File: src/logic/rtc_pkg.sv
// Constants, types and mode decode shared by the tag control logic
`default_nettype none
package rtc_pkg;
	localparam int CFG_W       = 12;
	localparam int ARRAY_BITS  = 128;
	localparam int WORD_W      = 32;
	localparam int CNT_W       = 8;
	localparam int GAP_W       = 16;
	// Config word layout
	localparam int LEN_SEL_POS = 0;
	localparam int PERIOD_POS  = 1;
	localparam int ENC_POS     = 5;
	localparam int MOD_POS     = 7;
	localparam int LOCK_POS    = 11;
	localparam logic [CFG_W-2:0] CFG_RESET = 11'h000;
	// Frame lengths in bits
	localparam logic [CNT_W-1:0] LEN_SHORT = 8'h60;
	localparam logic [CNT_W-1:0] LEN_LONG  = 8'h80;
	// Bit periods in carrier cycles
	localparam logic [CNT_W-1:0] PERIOD_16_CYCLES  = 8'h10;
	localparam logic [CNT_W-1:0] PERIOD_32_CYCLES  = 8'h20;
	localparam logic [CNT_W-1:0] PERIOD_40_CYCLES  = 8'h28;
	localparam logic [CNT_W-1:0] PERIOD_50_CYCLES  = 8'h32;
	localparam logic [CNT_W-1:0] PERIOD_64_CYCLES  = 8'h40;
	localparam logic [CNT_W-1:0] PERIOD_80_CYCLES  = 8'h50;
	localparam logic [CNT_W-1:0] PERIOD_100_CYCLES = 8'h64;
	localparam logic [CNT_W-1:0] PERIOD_128_CYCLES = 8'h80;
	// FSK set lengths and their high portions
	localparam logic [3:0] FSK_HIGH_SET  = 4'ha;
	localparam logic [3:0] FSK_LOW_SET   = 4'h8;
	localparam logic [3:0] FSK_HIGH_DAMP = 4'h5;
	localparam logic [3:0] FSK_LOW_DAMP  = 4'h4;
	// Gap timeout: a least time, so rounded up
	localparam int CLK_PERIOD_NS = 25;
	localparam int GAP_TIME_NS   = 2000;
	localparam logic [GAP_W-1:0] GAP_CYCLES =
		GAP_W'((GAP_TIME_NS + CLK_PERIOD_NS - 1) / CLK_PERIOD_NS);
	// APB byte offsets
	localparam logic [7:0] ADDR_CONFIG = 8'h00;
	localparam logic [7:0] ADDR_STATUS = 8'h04;
	localparam logic [7:0] ADDR_ARRAY  = 8'h10;

	typedef enum logic [1:0] {
		RTC_ENC_NRZ,
		RTC_ENC_MANCH,
		RTC_ENC_DIFF,
		RTC_ENC_INV
	} rtc_enc_t;

	typedef enum logic [1:0] {
		RTC_MOD_FSK,
		RTC_MOD_PSK_CHANGE,
		RTC_MOD_ASK,
		RTC_MOD_PSK_ONE
	} rtc_mod_t;

	typedef enum logic [2:0] {
		RTC_ST_POWERUP,
		RTC_ST_VERIFY,
		RTC_ST_PROGRAM,
		RTC_ST_RESPONSE,
		RTC_ST_READ
	} rtc_state_t;

	typedef struct packed {
		rtc_mod_t             modulation;
		rtc_enc_t             encoding;
		logic [CNT_W-1:0]     period;
		logic [CNT_W-1:0]     length;
	} rtc_mode_t;

	typedef struct packed {
		logic [19:0]          zero;
		logic [CNT_W-1:0]     bit_index;
		rtc_state_t           phase;
		logic                 field_on;
	} rtc_status_t;

	function automatic logic [CNT_W-1:0] rtc_period(input logic [2:0] code);
		logic [CNT_W-1:0] p;
		p = PERIOD_128_CYCLES;
		unique case (code)
			3'h0: p = PERIOD_128_CYCLES;
			3'h1: p = PERIOD_100_CYCLES;
			3'h2: p = PERIOD_80_CYCLES;
			3'h3: p = PERIOD_64_CYCLES;
			3'h4: p = PERIOD_40_CYCLES;
			3'h5: p = PERIOD_50_CYCLES;
			3'h6: p = PERIOD_32_CYCLES;
			3'h7: p = PERIOD_16_CYCLES;
		endcase
		return p;
	endfunction : rtc_period
endpackage : rtc_pkg
`default_nettype wire

File: src/logic/rtc_sync.sv
// Two-stage synchroniser for pin inputs
`timescale 1ns/1ps
`default_nettype none
module rtc_sync #(
	parameter int W = 2
) (
	// Clock and reset
	input  wire logic         clock_i,
	input  wire logic         rst_i,
	// Asynchronous in, synchronous out
	input  wire logic [W-1:0] async_i,
	output logic      [W-1:0] sync_o
);
	typedef struct packed {
		logic [W-1:0] stage1;
		logic [W-1:0] stage2;
	} rtc_sync_t;

	rtc_sync_t sync_reg;
	rtc_sync_t sync_next;

	always_comb begin
		sync_next.stage1 = async_i;
		sync_next.stage2 = sync_reg.stage1;
	end

	always_ff @(posedge clock_i or posedge rst_i) begin
		if (rst_i) begin
			sync_reg <= '0;
		end else begin
			sync_reg <= sync_next;
		end
	end

	assign sync_o = sync_reg.stage2;
endmodule : rtc_sync
`default_nettype wire

File: src/logic/rtc_tag_ctl.sv
// Tag control: mode decode, array serialiser, contactless programming, APB
`timescale 1ns/1ps
`default_nettype none
module rtc_tag_ctl (
	// Clock and power-on reset
	input  wire logic        clock_i,
	input  wire logic        rst_i,
	// Field side
	input  wire logic        carrier_clk_i,
	input  wire logic        field_high_i,
	output logic             modulation_o,
	output logic             locked_o,
	// APB slave
	input  wire logic        psel_i,
	input  wire logic        penable_i,
	input  wire logic        pwrite_i,
	input  wire logic [7:0]  paddr_i,
	input  wire logic [31:0] pwdata_i,
	output logic [31:0]      prdata_o,
	output logic             pready_o,
	output logic             pslverr_o
);
	typedef struct packed {
		rtc_pkg::rtc_state_t                 phase;
		logic [rtc_pkg::CFG_W-2:0]           cfg;
		logic                                lock;
		logic [rtc_pkg::ARRAY_BITS-1:0]      mem;
		logic [rtc_pkg::GAP_W-1:0]           gap_cnt;
		logic                                field_on;
		logic                                car_d;
		logic [rtc_pkg::CNT_W-1:0]           cyc_cnt;
		logic [rtc_pkg::CNT_W-1:0]           bit_idx;
		logic                                lvl;
		logic [3:0]                          fsk_cnt;
		logic                                sub;
		logic                                phase_inv;
		logic                                mod;
		logic [rtc_pkg::WORD_W-1:0]          rdata;
		logic                                slverr;
	} rtc_st_t;

	rtc_st_t state_reg;
	rtc_st_t state_next;

	logic [1:0] pins_sync;
	logic       car_sync;
	logic       field_high_sync;

	rtc_sync #(
		.W (2)
	) u_sync (
		.clock_i (clock_i),
		.rst_i   (rst_i),
		.async_i ({field_high_i, carrier_clk_i}),
		.sync_o  (pins_sync)
	);

	assign car_sync        = pins_sync[0];
	assign field_high_sync = pins_sync[1];

	rtc_pkg::rtc_mode_t  mode;
	rtc_pkg::rtc_status_t status;
	logic                car_rise;
	logic                gap_pulse;
	logic                bit_start;
	logic                bit_half;
	logic                bit_end;
	logic                frame_end;
	logic                data_bit;
	logic                enc_new;
	logic [3:0]          set_len;
	logic [3:0]          set_damp;
	logic                apb_setup;
	logic                apb_access;
	logic                addr_array;
	logic [1:0]          word_sel;

	// Mode decode: native defaults until the lock bit is set
	always_comb begin
		if (state_reg.lock) begin
			mode.modulation = rtc_pkg::rtc_mod_t'(
				state_reg.cfg[rtc_pkg::MOD_POS +: 2]);
			mode.encoding   = rtc_pkg::rtc_enc_t'(
				state_reg.cfg[rtc_pkg::ENC_POS +: 2]);
			mode.period     = rtc_pkg::rtc_period(
				state_reg.cfg[rtc_pkg::PERIOD_POS +: 3]);
			mode.length     = state_reg.cfg[rtc_pkg::LEN_SEL_POS] ?
				rtc_pkg::LEN_LONG : rtc_pkg::LEN_SHORT;
		end else begin
			mode.modulation = rtc_pkg::RTC_MOD_FSK;
			mode.encoding   = rtc_pkg::RTC_ENC_NRZ;
			mode.period     = rtc_pkg::PERIOD_128_CYCLES;
			mode.length     = rtc_pkg::LEN_LONG;
		end
	end

	assign car_rise   = car_sync & ~state_reg.car_d;
	assign bit_start  = car_rise && (state_reg.cyc_cnt == '0);
	assign bit_half   = car_rise && (state_reg.cyc_cnt == (mode.period >> 1));
	assign bit_end    = car_rise && (state_reg.cyc_cnt == mode.period - 1'b1);
	assign frame_end  = bit_end && (state_reg.bit_idx == mode.length - 1'b1);
	assign apb_setup  = psel_i & ~penable_i;
	assign apb_access = psel_i & penable_i;
	assign addr_array = (paddr_i[7:4] == rtc_pkg::ADDR_ARRAY[7:4]);
	assign word_sel   = paddr_i[3:2];

	// Source bit of the stream
	always_comb begin
		unique case (state_reg.phase)
			rtc_pkg::RTC_ST_VERIFY:  data_bit = 1'b1;
			rtc_pkg::RTC_ST_PROGRAM: data_bit = 1'b0;
			default:                 data_bit = state_reg.mem[state_reg.bit_idx[6:0]];
		endcase
	end

	// Encoded level at bit start and mid-bit
	always_comb begin
		enc_new = state_reg.lvl;
		if (bit_start) begin
			unique case (mode.encoding)
				rtc_pkg::RTC_ENC_NRZ:   enc_new = data_bit;
				rtc_pkg::RTC_ENC_MANCH: enc_new = data_bit;
				rtc_pkg::RTC_ENC_INV:   enc_new = ~data_bit;
				rtc_pkg::RTC_ENC_DIFF:  enc_new = ~state_reg.lvl;
			endcase
		end else if (bit_half) begin
			unique case (mode.encoding)
				rtc_pkg::RTC_ENC_NRZ:   enc_new = state_reg.lvl;
				rtc_pkg::RTC_ENC_MANCH: enc_new = ~data_bit;
				rtc_pkg::RTC_ENC_INV:   enc_new = data_bit;
				// Mid-bit transition marks a zero
				rtc_pkg::RTC_ENC_DIFF:  enc_new = data_bit ? state_reg.lvl : ~state_reg.lvl;
			endcase
		end
	end

	assign set_len  = enc_new ? rtc_pkg::FSK_HIGH_SET : rtc_pkg::FSK_LOW_SET;
	assign set_damp = enc_new ? rtc_pkg::FSK_HIGH_DAMP : rtc_pkg::FSK_LOW_DAMP;

	always_comb begin
		status.zero      = '0;
		status.bit_index = state_reg.bit_idx;
		status.phase     = state_reg.phase;
		status.field_on  = state_reg.field_on;
	end

	// Next-state logic
	always_comb begin
		state_next       = state_reg;
		gap_pulse        = 1'b0;
		state_next.car_d = car_sync;

		// Gap detector on the sampled carrier
		if (car_rise) begin
			state_next.gap_cnt  = '0;
			state_next.field_on = 1'b1;
		end else if (state_reg.field_on) begin
			if (state_reg.gap_cnt == rtc_pkg::GAP_CYCLES - 1'b1) begin
				state_next.field_on = 1'b0;
				gap_pulse           = 1'b1;
			end else begin
				state_next.gap_cnt = state_reg.gap_cnt + 1'b1;
			end
		end

		// Bit timer and array address
		if (car_rise) begin
			state_next.lvl = enc_new;
			if (bit_end) begin
				state_next.cyc_cnt = '0;
				state_next.bit_idx = frame_end ? '0 : state_reg.bit_idx + 1'b1;
			end else begin
				state_next.cyc_cnt = state_reg.cyc_cnt + 1'b1;
			end
			// Phase reversal rules for PSK
			if (bit_start) begin
				if (mode.modulation == rtc_pkg::RTC_MOD_PSK_CHANGE &&
				    enc_new != state_reg.lvl) begin
					state_next.phase_inv = ~state_reg.phase_inv;
				end
				if (mode.modulation == rtc_pkg::RTC_MOD_PSK_ONE && enc_new) begin
					state_next.phase_inv = ~state_reg.phase_inv;
				end
			end
			// Subcarrier at half the carrier rate
			state_next.sub = ~state_reg.sub;
			if (state_reg.fsk_cnt >= set_len - 1'b1) begin
				state_next.fsk_cnt = '0;
			end else begin
				state_next.fsk_cnt = state_reg.fsk_cnt + 1'b1;
			end
			unique case (mode.modulation)
				rtc_pkg::RTC_MOD_ASK: state_next.mod = enc_new;
				rtc_pkg::RTC_MOD_FSK: state_next.mod = (state_reg.fsk_cnt < set_damp);
				default:              state_next.mod = state_reg.sub ^ state_next.phase_inv;
			endcase
			if (state_reg.phase == rtc_pkg::RTC_ST_PROGRAM) begin
				state_next.mod = 1'b0;
			end
		end
		if (!state_next.field_on) begin
			state_next.mod = 1'b0;
		end

		// Programming sequence
		unique case (state_reg.phase)
			rtc_pkg::RTC_ST_POWERUP: begin
				if (state_reg.lock) begin
					state_next.phase = rtc_pkg::RTC_ST_READ;
				end else if (gap_pulse) begin
					state_next.phase = rtc_pkg::RTC_ST_VERIFY;
				end
			end
			rtc_pkg::RTC_ST_VERIFY: begin
				if (frame_end) begin
					state_next.phase = rtc_pkg::RTC_ST_PROGRAM;
				end
			end
			rtc_pkg::RTC_ST_PROGRAM: begin
				// Raised field at mid-bit clears the addressed cell
				if (bit_half && field_high_sync) begin
					state_next.mem[state_reg.bit_idx[6:0]] = 1'b0;
				end
				if (gap_pulse) begin
					state_next.lock  = 1'b1;
					state_next.phase = rtc_pkg::RTC_ST_READ;
				end else if (frame_end) begin
					state_next.phase = rtc_pkg::RTC_ST_RESPONSE;
				end
			end
			rtc_pkg::RTC_ST_RESPONSE: begin
				if (gap_pulse) begin
					state_next.lock  = 1'b1;
					state_next.phase = rtc_pkg::RTC_ST_READ;
				end else if (frame_end) begin
					state_next.phase = rtc_pkg::RTC_ST_PROGRAM;
				end
			end
			rtc_pkg::RTC_ST_READ: begin
				state_next.phase = rtc_pkg::RTC_ST_READ;
			end
		endcase

		// Every gap restarts the frame from its first bit
		if (gap_pulse) begin
			state_next.cyc_cnt = '0;
			state_next.bit_idx = '0;
			state_next.fsk_cnt = '0;
		end

		// APB: read data and error are prepared in the setup cycle
		if (apb_setup) begin
			state_next.rdata  = '0;
			state_next.slverr = 1'b0;
			if (paddr_i == rtc_pkg::ADDR_CONFIG) begin
				state_next.rdata = rtc_pkg::WORD_W'({state_reg.lock, state_reg.cfg});
				state_next.slverr = pwrite_i & state_reg.lock;
			end else if (paddr_i == rtc_pkg::ADDR_STATUS) begin
				state_next.rdata = status;
			end else if (addr_array && paddr_i[1:0] == 2'h0) begin
				state_next.rdata  = state_reg.mem[{word_sel, 5'h00} +: rtc_pkg::WORD_W];
				// Contact writes are refused once locked
				state_next.slverr = pwrite_i & state_reg.lock;
			end else begin
				state_next.slverr = 1'b1;
			end
		end

		// Writes land on the access edge; hardware lock set has priority
		if (apb_access && pwrite_i && !state_reg.slverr) begin
			if (paddr_i == rtc_pkg::ADDR_CONFIG) begin
				state_next.cfg  = pwdata_i[rtc_pkg::CFG_W-2:0];
				state_next.lock = state_next.lock | pwdata_i[rtc_pkg::LOCK_POS];
			end else if (addr_array) begin
				state_next.mem[{word_sel, 5'h00} +: rtc_pkg::WORD_W] = pwdata_i;
			end
		end
	end

	always_ff @(posedge clock_i or posedge rst_i) begin
		if (rst_i) begin
			state_reg           <= '0;
			state_reg.phase     <= rtc_pkg::RTC_ST_POWERUP;
			state_reg.cfg       <= rtc_pkg::CFG_RESET;
			state_reg.mem       <= '1;
		end else begin
			state_reg <= state_next;
		end
	end

	assign modulation_o = state_reg.mod;
	assign locked_o     = state_reg.lock;
	assign prdata_o     = state_reg.rdata;
	assign pready_o     = apb_access;
	assign pslverr_o    = apb_access & state_reg.slverr;
endmodule : rtc_tag_ctl
`default_nettype wire

File: config.mk
export PLATFORM = sky130hd
export DESIGN_NAME = rtc_tag_ctl
export DESIGN_NICKNAME = d
export VERILOG_FILES = /design/src/logic/rtc_pkg.sv /design/src/logic/rtc_sync.sv /design/src/logic/rtc_tag_ctl.sv
export SDC_FILE = /design/constraint.sdc
export NUM_CORES = 1
export LEC_CHECK = 0
export ABC_AREA = 1
export BUFFER_PORTS_ARGS = -buffer_cell sky130_fd_sc_hd__buf_4
export CORE_MARGIN = 2
export CORE_UTILIZATION = 50
export CTS_CLUSTER_SIZE = 12
export DETAILED_ROUTE_END_ITERATION = 8
export PLACE_DENSITY_LB_ADDON = 0.15
export SLEW_MARGIN = 40
export SYNTH_ARGS = -nofsm -noshare
export SYNTH_HDL_FRONTEND = slang
export SYNTH_SLANG_ARGS = --single-unit
File: constraint.sdc
create_clock -name clock_i -period 9.55 [get_ports clock_i]
set_input_delay 1.4325 -clock clock_i [delete_from_list [all_inputs] [get_ports clock_i]]
set_output_delay 1.4325 -clock clock_i [all_outputs]
set_load 0.005 [all_outputs]
==> flow_metrics.env <==
export IMPL_power_density_nw_per_um2=160
export IMPL_drtPass1Iterations=6
export IMPL_core_area_um2=26100
export IMPL_finalHoldViolations=0
export IMPL_met3_usage_pct=5.39
export IMPL_postCtsSetupRepairBufs=0
export IMPL_num_nets_final=1785
export IMPL_critical_path_peak_fanout=62
export IMPL_die_y_um=167
export IMPL_clk_pin_slew_ns=0.06
export IMPL_n_fill_cell=2500
export IMPL_clock_sinks=222
export IMPL_synth_seq_cells=222
export IMPL_rsz0062_at_grt="false"
export IMPL_dieArea_um2=27800
export IMPL_path_class="primary input to flip-flop"
export IMPL_syn_nets=1780
export IMPL_cts_made_buffers=26
export IMPL_initial_core_util_pct=50.8
export IMPL_intPower_uw=1740
export IMPL_cts_resized_gates=0
export IMPL_setup_violations_final=0
export IMPL_synth_async_reset_ratio_pct=100
export IMPL_cts_hold_buf=0
export IMPL_gp_congestion=0.937
export IMPL_largest_reg_flops=184
export IMPL_h_tree_depth=1
export IMPL_end_kind="flip-flop"
export IMPL_post_route_cell_area_um2=14700
export IMPL_cts_tree="yes"
export IMPL_cp_arrival_ns=4.61
export IMPL_required_ns=10.00
export IMPL_comb_power_share_pct=11.3
export IMPL_hold_worst_slack_ns=0.352
export IMPL_num_rows=59
export IMPL_root_buffer="clkbuf_16"
export IMPL_worst_slew_pin_slew_ns=0.845
export IMPL_status="finished, final reports clean"
export IMPL_drc=0
export IMPL_synth_top_family_by_area="compound AO/OA/AOI/OAI gates"
export IMPL_drt_total_wl_mm=43.2
export IMPL_synth_edff_count=0
export IMPL_synth_mux_area_share_pct=0
export IMPL_avgSynthCellArea_um2=7.70
export IMPL_drv_slew=0
export IMPL_grtUsageMet2_pct=48.2
export IMPL_seq_area_frac_synth_pct=43.2
export IMPL_worst_ir_drop_vdd_mv=0.192
export IMPL_wl_per_cell_um=20.8
export IMPL_port_buffers=82
export IMPL_yosysWarnings=0
export IMPL_initialDrtViolationCount=1479
export IMPL_global_route_usage_total_pct=30.8
export IMPL_slew_headroom_pct=43.5
export IMPL_antenna_found_initial=1
export IMPL_antenna_left=0
export IMPL_diodes=0
export IMPL_syn_to_final_growth_pct=11.3
export IMPL_finalClockSkew_ns=0.0308
export IMPL_finalCritPeriodShare_pct=43.5
export IMPL_syn_area_um2=13200
export IMPL_detailedPlacementHpwl_mm=28.7
export IMPL_yosys_most_used_dff="dfstp_2"
export IMPL_clock_latency_ns=0.55
export IMPL_grt_max_degree=90
export IMPL_synthAdderAreaFrac_pct=1.32
export IMPL_chipWidth_um=167
export IMPL_seqPwrFrac_pct=43.7
export IMPL_power_frac_clock_pct=45.0
export IMPL_syn_inst=1719
export IMPL_drive_gt1_share_pct=16.7
export IMPL_p_leak_uw=0.00617
export IMPL_setup_tns_ns=0
export IMPL_start_kind="primary input"
export IMPL_hold_class="flip-flop to flip-flop"
export IMPL_synth_simple_area_share_pct=18.6
export IMPL_vias=12600
export IMPL_use_met1_pct=43.6
export IMPL_gr_total_overflow=0
export IMPL_grt_pass1_wl_mm=68.2
export IMPL_first_global_vias=12200
export IMPL_power_switching_uw=612
export IMPL_busiest_layer="met2"
export IMPL_switching_share_pct=26.0
export IMPL_cts_max_path_buffers=3
export IMPL_fin_util_pct=56.5
export IMPL_post_drt_via_cell_ratio=6.05
export IMPL_period_needed_ns=4.15
export IMPL_maxCapViolations=0
export IMPL_io_pins=83
export IMPL_synth_xor_area_share_pct=1.13
export IMPL_fmax_ghz=0.241
export IMPL_postPlaceCellArea_um2=13800
export IMPL_yosysUniqueCellTypes=48
export IMPL_synth_compound_area_share_pct=24.3
-- power by group through the flow --
stage | clock network (uW) | logic, uW | registers, uW
after floorplan | 0 | 190 | 1020
after global placement | 0 | 257 | 1040
after detailed placement | 0 | 265 | 1040
after CTS | 1070 | 266 | 1030
after global routing | 1110 | 301 | 1030
final | 1060 | 266 | 1030
-- synthesized netlist by cell type, types with 2 or more instances --
cell	instances	share of area (%)
a211oi_1	3	0.17
buf_4	37	2.1
buf_2	12	0.45
nand4_1	17	0.80
clkinv_1	2	0.057
a31oi_1	5	0.24
buf_1	5	0.14
o22ai_1	5	0.24
xnor2_1	2	0.13
o32ai_1	8	0.53
nor3_1	19	0.72
clkbuf_1	67	1.9
o31ai_1	24	1.4
dfrtp_1	94	18
xor2_1	15	0.99
nor2_4	2	0.17
inv_1	231	6.6
o41ai_1	6	0.40
o21ai_1	16	0.61
a221oi_1	5	0.33
o221ai_1	6	0.40
inv_2	4	0.11
dfstp_2	128	25
nor3b_1	4	0.23
ha_1	14	1.3
nand3_1	92	3.5
nor2_1	122	3.5
nand2_1	301	8.5
nor4_1	7	0.33
o21ai_0	223	8.4
a21o_1	2	0.11
a21oi_1	74	2.8
o211ai_1	148	8.4
nand2_2	5	0.24
-- cells in the final DEF (no fill, tap or decap), types with 3 or more instances in the layout --
master / n
xor2_1: 15
bufinv_16: 4
dfrtp_1: 93
o221ai_1: 6
nand3_1: 86
ha_1: 14
nor3_1: 19
buf_4: 96
o21ai_1: 16
clkbuf_8: 4
o32ai_1: 8
nor4_1: 7
nand3_2: 6
o22ai_1: 5
a21oi_1: 74
o41ai_1: 6
nand2_2: 5
clkbuf_1: 10
nand4_1: 17
a211oi_1: 3
a31oi_1: 5
inv_1: 228
nor3b_1: 4
nand2_1: 301
buf_6: 4
nor2_1: 122
o211ai_1: 148
clkbuf_16: 27
inv_2: 5
o21ai_0: 223
o31ai_1: 24
dfstp_2: 128
a221oi_1: 5
-- stage by stage --
step,total power [uW],worst slack (ns),cells
global placement,1300,5.08,2029
global route,2440,5.12,2079
floorplan,1210,2.25,1719
finish,2350,5.40,2079
CTS,2360,5.32,2078
detailed placement,1310,4.93,2030
-- cell families (layout without fill, tap and decap cells) --
logic type / after synthesis / in the layout
buffers and inverters: 360 / 385
AND/OR/NAND/NOR: 577 / 577
XOR/XNOR: 17 / 17
adder cells (fa/ha/maj): 14 / 14
AO/OA/AOI/OAI: 529 / 529
flip-flops: 222 / 222
-- critical path, cell delays in order --
cell and delay [ns]:
buf_4 0.50, inv_2 0.10, ha_1 0.27, inv_1 0.08, nor3_1 0.05, buf_4 0.16
nor4_2 0.43, nand4_1 0.81, buf_4 0.51, o21ai_0 0.24
-- path summary, 6_finish.rpt --
| kind | startpoint | end | slack, ns | depth (start not counted) |
|---|---|---|---|---|
| min | u_sync.sync_next[0] | u_sync.sync_o[0] | 0.35 | 0 |
| max reg2reg | state_reg[41] | state_reg[38] | 5.48 | 21 |
| max in group asynchronous | rst_i | state_reg[41] | 7.39 | 3 |
| max | paddr_i[2] | state_reg[159] | 5.40 | 10 |
| min in group asynchronous | rst_i | state_reg[214] | 0.98 | 2 |
| min reg2reg | u_sync.sync_next[0] | u_sync.sync_o[0] | 0.35 | 0 |
-- layout make-up --
class	instances	area [um2]	share of cell area, %
sequential	222	5720	38.8
timing repair buffer	100	766	5.20
multi-input combinational	1137	6020	40.9
clock buffer	41	768	5.22
inverter	237	900	6.11
clock inverter	7	138	0.934
tap	335	419	2.85
-- metal layers --
| layer | part of all wire [%] | routed length, um |
|---|---|---|
| met1 | 42 | 18400 |
| met2 | 46 | 19800 |
| met3 | 8.8 | 3790 |
| met4 | 3.0 | 1290 |
| met5 | 0 | 0 |
Note: power is estimated with default switching activity, not from simulation.
